`src/pssd_map.vh`:
```
// Constants for the front-panel switch and status display block.
// Assumes a 125 MHz system clock and a three-digit seven-segment display.
`ifndef PSSD_MAP_VH
`define PSSD_MAP_VH
`define PSSD_CLK_HZ 125000000
`define PSSD_BLINK_MS 250
`define PSSD_FRAME_MS 1000
`define PSSD_DEFAULT_ADDR 8'h01
`define PSSD_ROTARY_SRC 8'h00
`define PSSD_DIP_TEST 0
`define PSSD_DIP_AXA 1
`define PSSD_DIP_AXB 2
`define PSSD_DIP_AXC 3
`define PSSD_SEG_BLANK 7'h00
`define PSSD_SEG_DASH 7'h40
`define PSSD_SEG_O 7'h5C
`define PSSD_SEG_F 7'h71
`define PSSD_SEG_A 7'h77
`define PSSD_SEG_N 7'h54
`define PSSD_SEG_C 7'h39
`define PSSD_SEG_T 7'h78
`endif

```
`src/pssd_hex_seg.v`:
```
// Hex nibble to seven-segment pattern, registered output.
// Segment order {g,f,e,d,c,b,a}, active high.
`default_nettype none
module pssd_hex_seg (
    // Clock
    input wire i_clk,
    input wire i_ce,
    // Nibble in, pattern out
    input wire [3:0] i_nibble,
    output reg [6:0] o_seg
);
    always @(posedge i_clk) begin
        if (i_ce) begin
            case (i_nibble)
                4'h0: o_seg <= 7'h3F;
                4'h1: o_seg <= 7'h06;
                4'h2: o_seg <= 7'h5B;
                4'h3: o_seg <= 7'h4F;
                4'h4: o_seg <= 7'h66;
                4'h5: o_seg <= 7'h6D;
                4'h6: o_seg <= 7'h7D;
                4'h7: o_seg <= 7'h07;
                4'h8: o_seg <= 7'h7F;
                4'h9: o_seg <= 7'h6F;
                4'hA: o_seg <= 7'h77;
                4'hB: o_seg <= 7'h7C;
                4'hC: o_seg <= 7'h39;
                4'hD: o_seg <= 7'h5E;
                4'hE: o_seg <= 7'h79;
                default: o_seg <= 7'h71;
            endcase
        end
    end
endmodule // pssd_hex_seg
`default_nettype wire

```
`src/pssd_top.v`:
```
// Front-panel logic: switch capture, address select and status display.
// Assumes switches synchronous to i_clk; status inputs driven by the servo core.
`include "pssd_map.vh"
`default_nettype none
module pssd_top #(
    parameter integer BLINK_CYCLES = (`PSSD_CLK_HZ / 1000) * `PSSD_BLINK_MS,
    parameter integer FRAME_CYCLES = (`PSSD_CLK_HZ / 1000) * `PSSD_FRAME_MS,
    parameter integer STARTUP_FRAMES = 2
) (
    // Clock and reset
    input wire i_clk,
    input wire i_reset,
    input wire i_ce,
    input wire i_soft_reset,
    // Operator switches
    input wire [3:0] i_addr_high_nibble_switch,
    input wire [3:0] i_addr_low_nibble_switch,
    input wire [3:0] i_config_dip_bank,
    // Configuration and internal status
    input wire [7:0] i_address_source_param,
    input wire [7:0] i_tool_address,
    input wire i_three_axis,
    input wire i_system_check_done,
    input wire i_net_connected,
    input wire [2:0] i_axis_ready,
    input wire [2:0] i_axis_servo_on,
    input wire [2:0] i_axis_alarm,
    input wire [11:0] i_alarm_code_a,
    input wire [11:0] i_alarm_code_b,
    input wire [11:0] i_alarm_code_c,
    // Mode outputs
    output reg o_factory_mode,
    output reg o_test_mode,
    output reg [2:0] o_axis_disabled,
    output reg o_operation_enable,
    output reg [7:0] o_address,
    output reg [7:0] o_rotary_address,
    // Display
    output wire [6:0] o_seg_digit0,
    output wire [6:0] o_seg_digit1,
    output wire [6:0] o_seg_digit2,
    output reg [2:0] o_dp
);
    ////////////////////////////////////////////////////////////////////////
    localparam [4:0] ST_START = 5'b00001;
    localparam [4:0] ST_NET = 5'b00010;
    localparam [4:0] ST_ALM = 5'b00100;
    localparam [4:0] ST_OFF = 5'b01000;
    localparam [4:0] ST_TEST = 5'b10000;

    reg [31:0] blink_cnt_q;
    reg [31:0] frame_cnt_q;
    reg blink_q;
    reg frame_tick_q;
    reg [4:0] state_q;
    reg [4:0] state_d;
    reg [1:0] alm_idx_q;
    reg [1:0] alm_idx_d;
    reg [1:0] start_cnt_q;
    reg [3:0] dip_q;
    reg [11:0] code_sel;
    reg [2:0] alm_pending;
    reg [3:0] nib1;
    reg [3:0] nib2;
    reg [3:0] nib0;
    reg [6:0] fix0_d;
    reg [6:0] fix1_d;
    reg [6:0] fix2_d;
    reg use_hex0_d;
    reg use_hex12_d;
    reg [6:0] fix0_q;
    reg [6:0] fix1_q;
    reg [6:0] fix2_q;
    reg use_hex0_q;
    reg use_hex12_q;
    wire [6:0] hex0;
    wire [6:0] hex1;
    wire [6:0] hex2;
    wire capture = i_reset | i_soft_reset;

    ////////////////////////////////////////////////////////////////////////
    // Switch capture; reset is sync so sampling on the same edge is legal
    always @(posedge i_clk) begin
        if (i_ce && capture) begin
            dip_q <= i_config_dip_bank;
            o_factory_mode <= &i_config_dip_bank;
            o_test_mode <= i_config_dip_bank[`PSSD_DIP_TEST] & ~&i_config_dip_bank;
            o_axis_disabled <= {i_config_dip_bank[`PSSD_DIP_AXC],
                                i_config_dip_bank[`PSSD_DIP_AXB],
                                i_config_dip_bank[`PSSD_DIP_AXA]};
            o_rotary_address <= {i_addr_high_nibble_switch, i_addr_low_nibble_switch};
        end
    end

    // Address source may change at run time; the rotary byte itself is latched
    always @(posedge i_clk) begin
        if (i_reset) begin
            o_address <= `PSSD_DEFAULT_ADDR;
            o_operation_enable <= 1'b0;
        end else if (i_ce) begin
            if (i_address_source_param == `PSSD_ROTARY_SRC)
                o_address <= o_rotary_address;
            else
                o_address <= i_tool_address;
            // Drop on the capture edge so a new factory setting never leaks a cycle
            o_operation_enable <= ~o_factory_mode & ~i_soft_reset
                                  & (state_q != ST_START);
        end
    end

    ////////////////////////////////////////////////////////////////////////
    // Prescalers for blink and frame stepping
    always @(posedge i_clk) begin
        if (i_reset) begin
            blink_cnt_q <= 32'h0000_0000;
            frame_cnt_q <= 32'h0000_0000;
            blink_q <= 1'b0;
            frame_tick_q <= 1'b0;
        end else if (i_ce) begin
            frame_tick_q <= 1'b0;
            if (blink_cnt_q == BLINK_CYCLES - 1) begin
                blink_cnt_q <= 32'h0000_0000;
                blink_q <= ~blink_q;
            end else begin
                blink_cnt_q <= blink_cnt_q + 32'h0000_0001;
            end
            if (frame_cnt_q == FRAME_CYCLES - 1) begin
                frame_cnt_q <= 32'h0000_0000;
                frame_tick_q <= 1'b1;
            end else begin
                frame_cnt_q <= frame_cnt_q + 32'h0000_0001;
            end
        end
    end

    ////////////////////////////////////////////////////////////////////////
    // Frame sequencer
    always @* begin
        alm_pending = i_axis_alarm & ~o_axis_disabled;
        if (!i_three_axis)
            alm_pending[2] = 1'b0;
        state_d = state_q;
        alm_idx_d = alm_idx_q;
        case (state_q)
            ST_START: begin
                if (o_factory_mode)
                    state_d = ST_OFF;
                else if (i_system_check_done && start_cnt_q == STARTUP_FRAMES)
                    state_d = o_test_mode ? ST_TEST : ST_NET;
            end
            ST_NET: begin
                if (frame_tick_q && (|alm_pending)) begin
                    state_d = ST_ALM;
                    // Lowest axis first so B precedes C
                    alm_idx_d = alm_pending[0] ? 2'd0 : (alm_pending[1] ? 2'd1 : 2'd2);
                end
            end
            ST_ALM: begin
                if (frame_tick_q) begin
                    if (alm_idx_q == 2'd0 && (|alm_pending[2:1])) begin
                        alm_idx_d = alm_pending[1] ? 2'd1 : 2'd2;
                    end else if (alm_idx_q == 2'd1 && alm_pending[2]) begin
                        alm_idx_d = 2'd2;
                    end else begin
                        state_d = ST_NET;
                    end
                end
            end
            ST_OFF: state_d = ST_OFF;
            ST_TEST: state_d = ST_TEST;
            default: state_d = ST_START;
        endcase
        // Soft capture does not restart the sequencer, so lock from any frame
        if (o_factory_mode)
            state_d = ST_OFF;
    end

    always @(posedge i_clk) begin
        if (i_reset) begin
            state_q <= ST_START;
            alm_idx_q <= 2'd0;
            start_cnt_q <= 2'd0;
        end else if (i_ce) begin
            state_q <= state_d;
            alm_idx_q <= alm_idx_d;
            if (frame_tick_q && state_q == ST_START && start_cnt_q != STARTUP_FRAMES)
                start_cnt_q <= start_cnt_q + 2'd1;
        end
    end

    ////////////////////////////////////////////////////////////////////////
    // Digit content
    always @* begin
        case (alm_idx_q)
            2'd0: code_sel = i_alarm_code_a;
            2'd1: code_sel = i_alarm_code_b;
            default: code_sel = i_alarm_code_c;
        endcase
        nib0 = 4'h0;
        nib1 = o_address[7:4];
        nib2 = o_address[3:0];
        fix0_d = `PSSD_SEG_BLANK;
        fix1_d = `PSSD_SEG_BLANK;
        fix2_d = `PSSD_SEG_BLANK;
        use_hex0_d = 1'b0;
        use_hex12_d = 1'b0;
        case (state_q)
            ST_START: begin
                fix0_d = `PSSD_SEG_DASH;
                fix1_d = start_cnt_q[0] ? `PSSD_SEG_DASH : `PSSD_SEG_BLANK;
                fix2_d = start_cnt_q[1] ? `PSSD_SEG_DASH : `PSSD_SEG_BLANK;
            end
            ST_NET: begin
                if (i_net_connected) begin
                    fix0_d = `PSSD_SEG_C;
                    use_hex12_d = 1'b1;
                end else begin
                    fix0_d = `PSSD_SEG_N;
                    fix1_d = `PSSD_SEG_C;
                end
            end
            ST_ALM: begin
                nib0 = code_sel[11:8];
                nib1 = code_sel[7:4];
                nib2 = code_sel[3:0];
                use_hex0_d = 1'b1;
                use_hex12_d = 1'b1;
            end
            ST_OFF: begin
                fix0_d = `PSSD_SEG_O;
                fix1_d = `PSSD_SEG_F;
                fix2_d = `PSSD_SEG_F;
            end
            ST_TEST: begin
                fix0_d = `PSSD_SEG_T;
                fix1_d = `PSSD_SEG_DASH;
                fix2_d = `PSSD_SEG_T;
            end
            default: fix0_d = `PSSD_SEG_DASH;
        endcase
    end

    always @(posedge i_clk) begin
        if (i_reset) begin
            fix0_q <= `PSSD_SEG_BLANK;
            fix1_q <= `PSSD_SEG_BLANK;
            fix2_q <= `PSSD_SEG_BLANK;
            use_hex0_q <= 1'b0;
            use_hex12_q <= 1'b0;
            o_dp <= 3'b000;
        end else if (i_ce) begin
            fix0_q <= fix0_d;
            fix1_q <= fix1_d;
            fix2_q <= fix2_d;
            use_hex0_q <= use_hex0_d;
            use_hex12_q <= use_hex12_d;
            // Decimal points only carry servo status in the network frame
            if (state_q == ST_NET && i_net_connected)
                o_dp <= (i_axis_ready & i_axis_servo_on) |
                        (i_axis_ready & ~i_axis_servo_on & {3{blink_q}});
            else
                o_dp <= 3'b000;
        end
    end

    // Hex decoders register too, so both paths align on the same edge
    pssd_hex_seg u_hex0 (.i_clk(i_clk), .i_ce(i_ce), .i_nibble(nib0), .o_seg(hex0));
    pssd_hex_seg u_hex1 (.i_clk(i_clk), .i_ce(i_ce), .i_nibble(nib1), .o_seg(hex1));
    pssd_hex_seg u_hex2 (.i_clk(i_clk), .i_ce(i_ce), .i_nibble(nib2), .o_seg(hex2));

    assign o_seg_digit0 = use_hex0_q ? hex0 : fix0_q;
    assign o_seg_digit1 = use_hex12_q ? hex1 : fix1_q;
    assign o_seg_digit2 = use_hex12_q ? hex2 : fix2_q;
endmodule // pssd_top
`default_nettype wire

```
`config.mk`:
```
export PLATFORM = sky130hd
export DESIGN_NAME = pssd_top
export DESIGN_NICKNAME = d
export VERILOG_FILES = /design/src/pssd_hex_seg.v /design/src/pssd_top.v
export VERILOG_INCLUDE_DIRS = /design/src
export SDC_FILE = /design/constraint.sdc
export NUM_CORES = 1
export LEC_CHECK = 0
export ABC_CLOCK_PERIOD_IN_PS = 2250
export BUFFER_PORTS_ARGS = -buffer_cell sky130_fd_sc_hd__buf_2
export CAP_MARGIN = 25
export CORE_MARGIN = 8
export CORE_UTILIZATION = 51
export DETAILED_ROUTE_END_ITERATION = 10
export PLACE_DENSITY = 0.77
export SLEW_MARGIN = 40
export SYNTH_ARGS = -nofsm -noshare
export SYNTH_HDL_FRONTEND = slang
export SYNTH_SLANG_ARGS = --single-unit
```
`constraint.sdc`:
```
create_clock -name i_clk -period 2.25 [get_ports i_clk]
set_input_delay 0.1125 -clock i_clk [delete_from_list [all_inputs] [get_ports i_clk]]
set_output_delay 0.1125 -clock i_clk [all_outputs]
set_load 0.01 [all_outputs]
```
* Word level (Yosys, flattened, before mapping)
Memories as Yosys holds them, arrays and structs flattened. A register that Yosys moved wholly into a read port is not among the register bits. Cells that the tools add are included.
Word-level totals: input port bits 80, memory bits (read-only) 336, word-level logic and storage cells 115, flip-flop bits (word level) 123, memories kept 3, output and inout bits 46, memory bits (writable) 0, latch bits 0
Cells by class: muxes and demuxes 38, magnitude comparators 0, divide/modulo/power cells 0, equality and inequality tests 19, bitwise operators 14, reduce and logical (&&, ||, !) cells 19, $mul 0, shift-type cells 0, add/sub/neg operators 3
Memory list:
- (name not given) | words 16, bits a word 7, read ports 1, clocked after memory_dff 1, wr ports 0, RTL line pssd_hex_seg.v:14 | case (i_nibble)
- (name not given) | words 16, bits a word 7, read ports 1, clocked after memory_dff 1, wr ports 0, RTL line pssd_hex_seg.v:14
- (name not given) | words 16, bits a word 7, read ports 1, clocked after memory_dff 1, wr ports 0, RTL line pssd_hex_seg.v:14
Operators with widths (count):
- $add 32x1->32 const B | 2
- $mux 32 | 2
- $pmux 7 s4 | 2
- $mux 7 | 6
- $mux 5 | 7
- $eq 32x25->1 const B | 1
- $eq 32x27->1 const B | 1
- $pmux 5 s5 | 1
- $pmux 12 s2 | 1
- $pmux 7 s3 | 1
- $ne 3x3->1 const B | 6
- $and 3x3->3 | 4
- $mux 2 | 6
- $mux 4 | 3
- $logic_and 1x1->1 | 8
- $logic_not 8->1 | 1
- $mux 8 | 1
- $mux 6 | 1
- $ne 2x2->1 const B | 3
- $not 3->3 | 2
- $reduce_and 6->1 | 1
- $eq 5x1->1 const B | 1
- $eq 5x2->1 const B | 1
- $eq 5x3->1 const B | 1
- 22 further kinds | 30

* Longest topological paths before layout
depth after elaboration 9, gate-level depth with buffers 10, mapped depth without buffers 8

* Modules after synthesis
From an unflattened synthesis, not the netlist that was laid out.
Second synthesis, totals: cell total of the unflattened synthesis 796, area total of the unflattened synthesis 7312.0 um^2
By module, submodules not included:
- pssd_top | instances 1, seq. area each 2432.3 um^2, area each 5815.6 um^2, cells each 676
- pssd_hex_seg (u_hex1 ...) | instances 2, seq. area each 210.2 um^2, area each 498.0 um^2, cells each 40
- pssd_hex_seg (u_hex0) | instances 1, seq. area each 210.2 um^2, area each 500.5 um^2, cells each 40

* Worst setup path after synthesis
Ideal clock, no wire load.
path type register to register, start register state_q[4], end register u_hex2.o_seg[0] (data pin), path buffers 1, required time 2.092 ns, arrival 2.334 ns, library setup time 0.158 ns, cell stages (with the launch flop) 9, clock period less this slack 2.492 ns, path slack -0.242 ns, path through dfxtp_1 -> buf_2 -> nor3_2 -> nand2_1 -> o31ai_1 -> inv_1 -> ha_1 -> or3_1 -> o211ai_1
On the way: longest elaborated chain between the ends 2
Ends and longest elaborated chain:
- start, declared | RTL line pssd_top.v:55 | reg [4:0] state_q;
- start signal, assigned | RTL line pssd_top.v:184 | state_q <= state_d;
- $eq 5x3->1 | RTL line pssd_top.v:207 | case (state_q)
- $mux 4 | RTL line pssd_top.v:207
- end, declared | RTL line pssd_hex_seg.v:10 | output reg [6:0] o_seg
No other way between the ends. A chain may end at the register's enable or synchronous reset.

* Final worst setup path
start register state_q[4], end register u_hex2.o_seg[3] (data pin)
The elaborated chain is that of the path after synthesis.

==> results by group <==
STA
  • Hold WS: 0.01679 ns
  • Setup-failing EPs final: 0
  • Final clock period utilization by the worst path: 0.9576
  • Max Freq: 0.4641 GHz
  • Min Clock Period, post-route: 2.155 ns
  • Slew HR: 0.5953
  • Endpoints failing hold: 0
  • Worst slew pin tran: 0.6034 ns
  • Slew Limit Fails: 0
  • Fin Clk Skew: 0.006241 ns
  • RSZ-0062 raised after global routing: yes

Global routing
  • Gr usage total: 0.2080
  • Vias in the first global route: 6312
  • Initial antenna violation count: 0
  • Largest net degree at the start of global routing: 40
  • Remaining global-route overflow: 0
  • Global-route wire length before repair: 30660 µm

Setup path
  • Critical path endpoint category: register
  • Crit path DAT: 2.31 ns
  • CP Max Fanout: 9
  • Req. time, crit path: 2.41 ns
  • FF-to-FF Start: state_q[4]$_SDFFE_PP0P_
  • CP startpoint kind: register
  • Kind of critical path: reg -> reg
  • Worst Setup SP: state_q[4]$_SDFFE_PP0P_

Hold path
  • HP Class: in -> reg
  • Worst Hold Launch: i_net_connected

CTS
  • Clock Latency Late Sink: 0.42 ns
  • CTS tree: done
  • H-Tree Depth: 4
  • Setup bufs post-CTS: 0
  • # clock sinks: 136
  • Worst-path clk slew: 0.06 ns
  • CTS root buf: clkbuf_16
  • CTS Buffer Depth: 2
  • CTS Buf Count: 17

Status
  • Status: completed

Route
  • Wire per inst: 16.17 µm
  • Routed WL: 18430 µm
  • Vias: 6350
  • DR WL met2: 8627 µm
  • Post-Route M1 WL: 7921 µm
  • DRT iter0 DRCs: 526
  • Metal3 WL: 1424 µm
  • Pre-antenna DRT Iters: 7
  • DRC errors left: 0
  • Post-DRT Antenna Nets: 0
  • Top Metal Used: met4
  • Routed vias/inst: 5.570

Yosys
  • Share of the synthesized area in the top cell type: 0.2839
  • Synth top area cells: dfxtp_1, edfxtp_1, nor2_1
  • Synth Warn #: 0
  • Sequential fraction of the synthesis area: 0.4259
  • Synthesized netlist cell count: 781
  • Most frequent cell after synthesis: nor2_1
  • Async SR Flop Fraction: 0
  • Mean post-synth cell area: 9.209 µm²
  • Synth cell count leaders: nor2_1, dfxtp_1, nand2_1, edfxtp_1, xor2_1
  • Largest area contributor in the netlist: dfxtp_1
  • Yosys cell types: 74
  • Synth Register Bits: 136
  • Area of the mapped netlist: 7192 µm²
  • Ys flop type: dfxtp_1
  • Post-Syn Nets: 882
  • Post-synth EDFFs: 34

Cells and area
  • Layout area overhead: 25.57%
  • Ant. Diodes: 0
  • Share of layout cells above drive strength 1: 0.2604
  • Post-route cell area: 9031 µm²
  • Final-layout fill cell count: 1100
  • Final Non-Filler Cells: 1140
  • Post-Route Utilization: 0.6532
  • Nets: 1050

Die
  • Die area: 18160 µm²
  • Core footprint: 13830 µm²
  • Die H: 134.8 µm
  • Die Span X: 134.8 µm
  • Starting density of the core: 0.5201
  • Row count: 43
  • I/O pin total: 126

Place
  • DP Area: 8277 µm²
  • Final HPWL DP: 13530 µm
  • Post-Place Cells: 1095
  • RD Place Congestion: 0.9164
  • I/O Buffers: 125

Job
  • MaxCap Viol Count: 0

Power and ir drop
  • LEAKAGE: 3.700 nW
  • Power Dens Cells: 646.5 nW/µm²
  • VDD IR max: 0.0006683 V
worst max-delay path: stages, from the launching register on:
cell and delay [ns]:
dfxtp_1 0.33, or3_4 0.45, o21ai_0 0.33, o31ai_4 0.16, ha_1 0.34, mux2i_1 0.18, o22ai_1 0.10
report_power, final:
group          leakage, nW  switching, mW  internal, mW  total (mW)
sequential            1.13         0.0500          2.59        2.64
combinational         2.29          0.316         0.274       0.590
clock                0.277          0.970          1.64        2.61
timing repair:
action                     CTS  global route
resized for setup            0            10
setup endpoints to repair    0            46
hold endpoints to repair    15             0
hold buffers                15             0
worst paths after layout:
kind / end / slack (ns) / cells after the start
max: u_hex2.o_seg[3]$_DFFE_PP_ / 0.1 / 6
min: fix0_q[5]$_SDFFE_PP0P_ / 0.02 / 3
max reg2reg: u_hex2.o_seg[3]$_DFFE_PP_ / 0.1 / 6
min reg2reg: fix0_q[2]$_SDFFE_PP0P_ / 0.45 / 1
routing by layer:
| layer | track usage | up-vias |
|---|---|---|
| met5 | 0 | - |
| met4 | 0.08921 | 0 |
| met3 | 0.07169 | 35 |
| met2 | 0.3395 | 202 |
| met1 | 0.2429 | 2959 |
| li1 | - | 3154 |
layout make-up:
| type | count | area (µm²) | area share |
|---|---|---|---|
| clock buffer | 28 | 548.0 | 0.06068 |
| timing repair buffer | 190 | 1176 | 0.1302 |
| inverter | 23 | 86.33 | 0.009559 |
| clock inverter | 2 | 10.01 | 0.001108 |
| sequential | 136 | 3064 | 0.3393 |
| tap | 180 | 225.2 | 0.02494 |
| multi-input combinational | 581 | 3921 | 0.4342 |
cells in the final DEF, fill, tap and decap left out, drive strengths merged, types with 18 or more instances in the layout:
master  netlist  routed
nand4        26      26
clkbuf       23      28
inv          23      23
ha           21      21
mux2i        25      25
o21ai        22      22
xor2         34      34
nor4         18      18
dfxtp       102     102
nor2b        20      20
edfxtp       34      34
nor3         26      26
nand2        59      59
nor2        106     106
nand3        20      20
buf          18     175
xnor2        29      29
registers in the layout, indices dropped and copies added, names as in the netlist:
signal / flops
fix2_q: 4
o_dp: 3
fix1_q: 3
state_q: 5
blink_cnt_q: 32
alm_idx_q: 2
fix0_q: 6
start_cnt_q: 2
use_hex0_q: 1
o_rotary_address: 8
o_axis_disabled: 3
frame_cnt_q: 32
blink_q: 1
frame_tick_q: 1
o_test_mode: 1
o_operation_enable: 1
u_hex2.o_seg: 7
u_hex0.o_seg: 7
use_hex12_q: 1
o_address: 8
u_hex1.o_seg: 7
o_factory_mode: 1
logic make-up after synthesis:
| kind of cell | share of synthesized area |
|---|---|
| mux | 0.05828 |
| xor+xnor | 0.07672 |
| compound gates | 0.1193 |
| fa+ha+maj | 0.03653 |
| buf+inv | 0.03810 |
| simple gates | 0.2451 |
| flops | 0.4259 |
metrics by stage:
| stage | setup slack (ns) | setup TNS, ns | power (mW) |
|---|---|---|---|
| finish | 0.09532 | 0 | 5.839 |
| global route | -0.02749 | -0.03217 | 6.054 |
| CTS | 0.02726 | 0 | 5.879 |
| detailed placement | 0.04384 | 0 | 3.250 |
| floorplan | -0.003008 | -0.003008 | 2.994 |
| global placement | 0.09514 | 0 | 3.242 |
(Power assumes the default switching activity.)
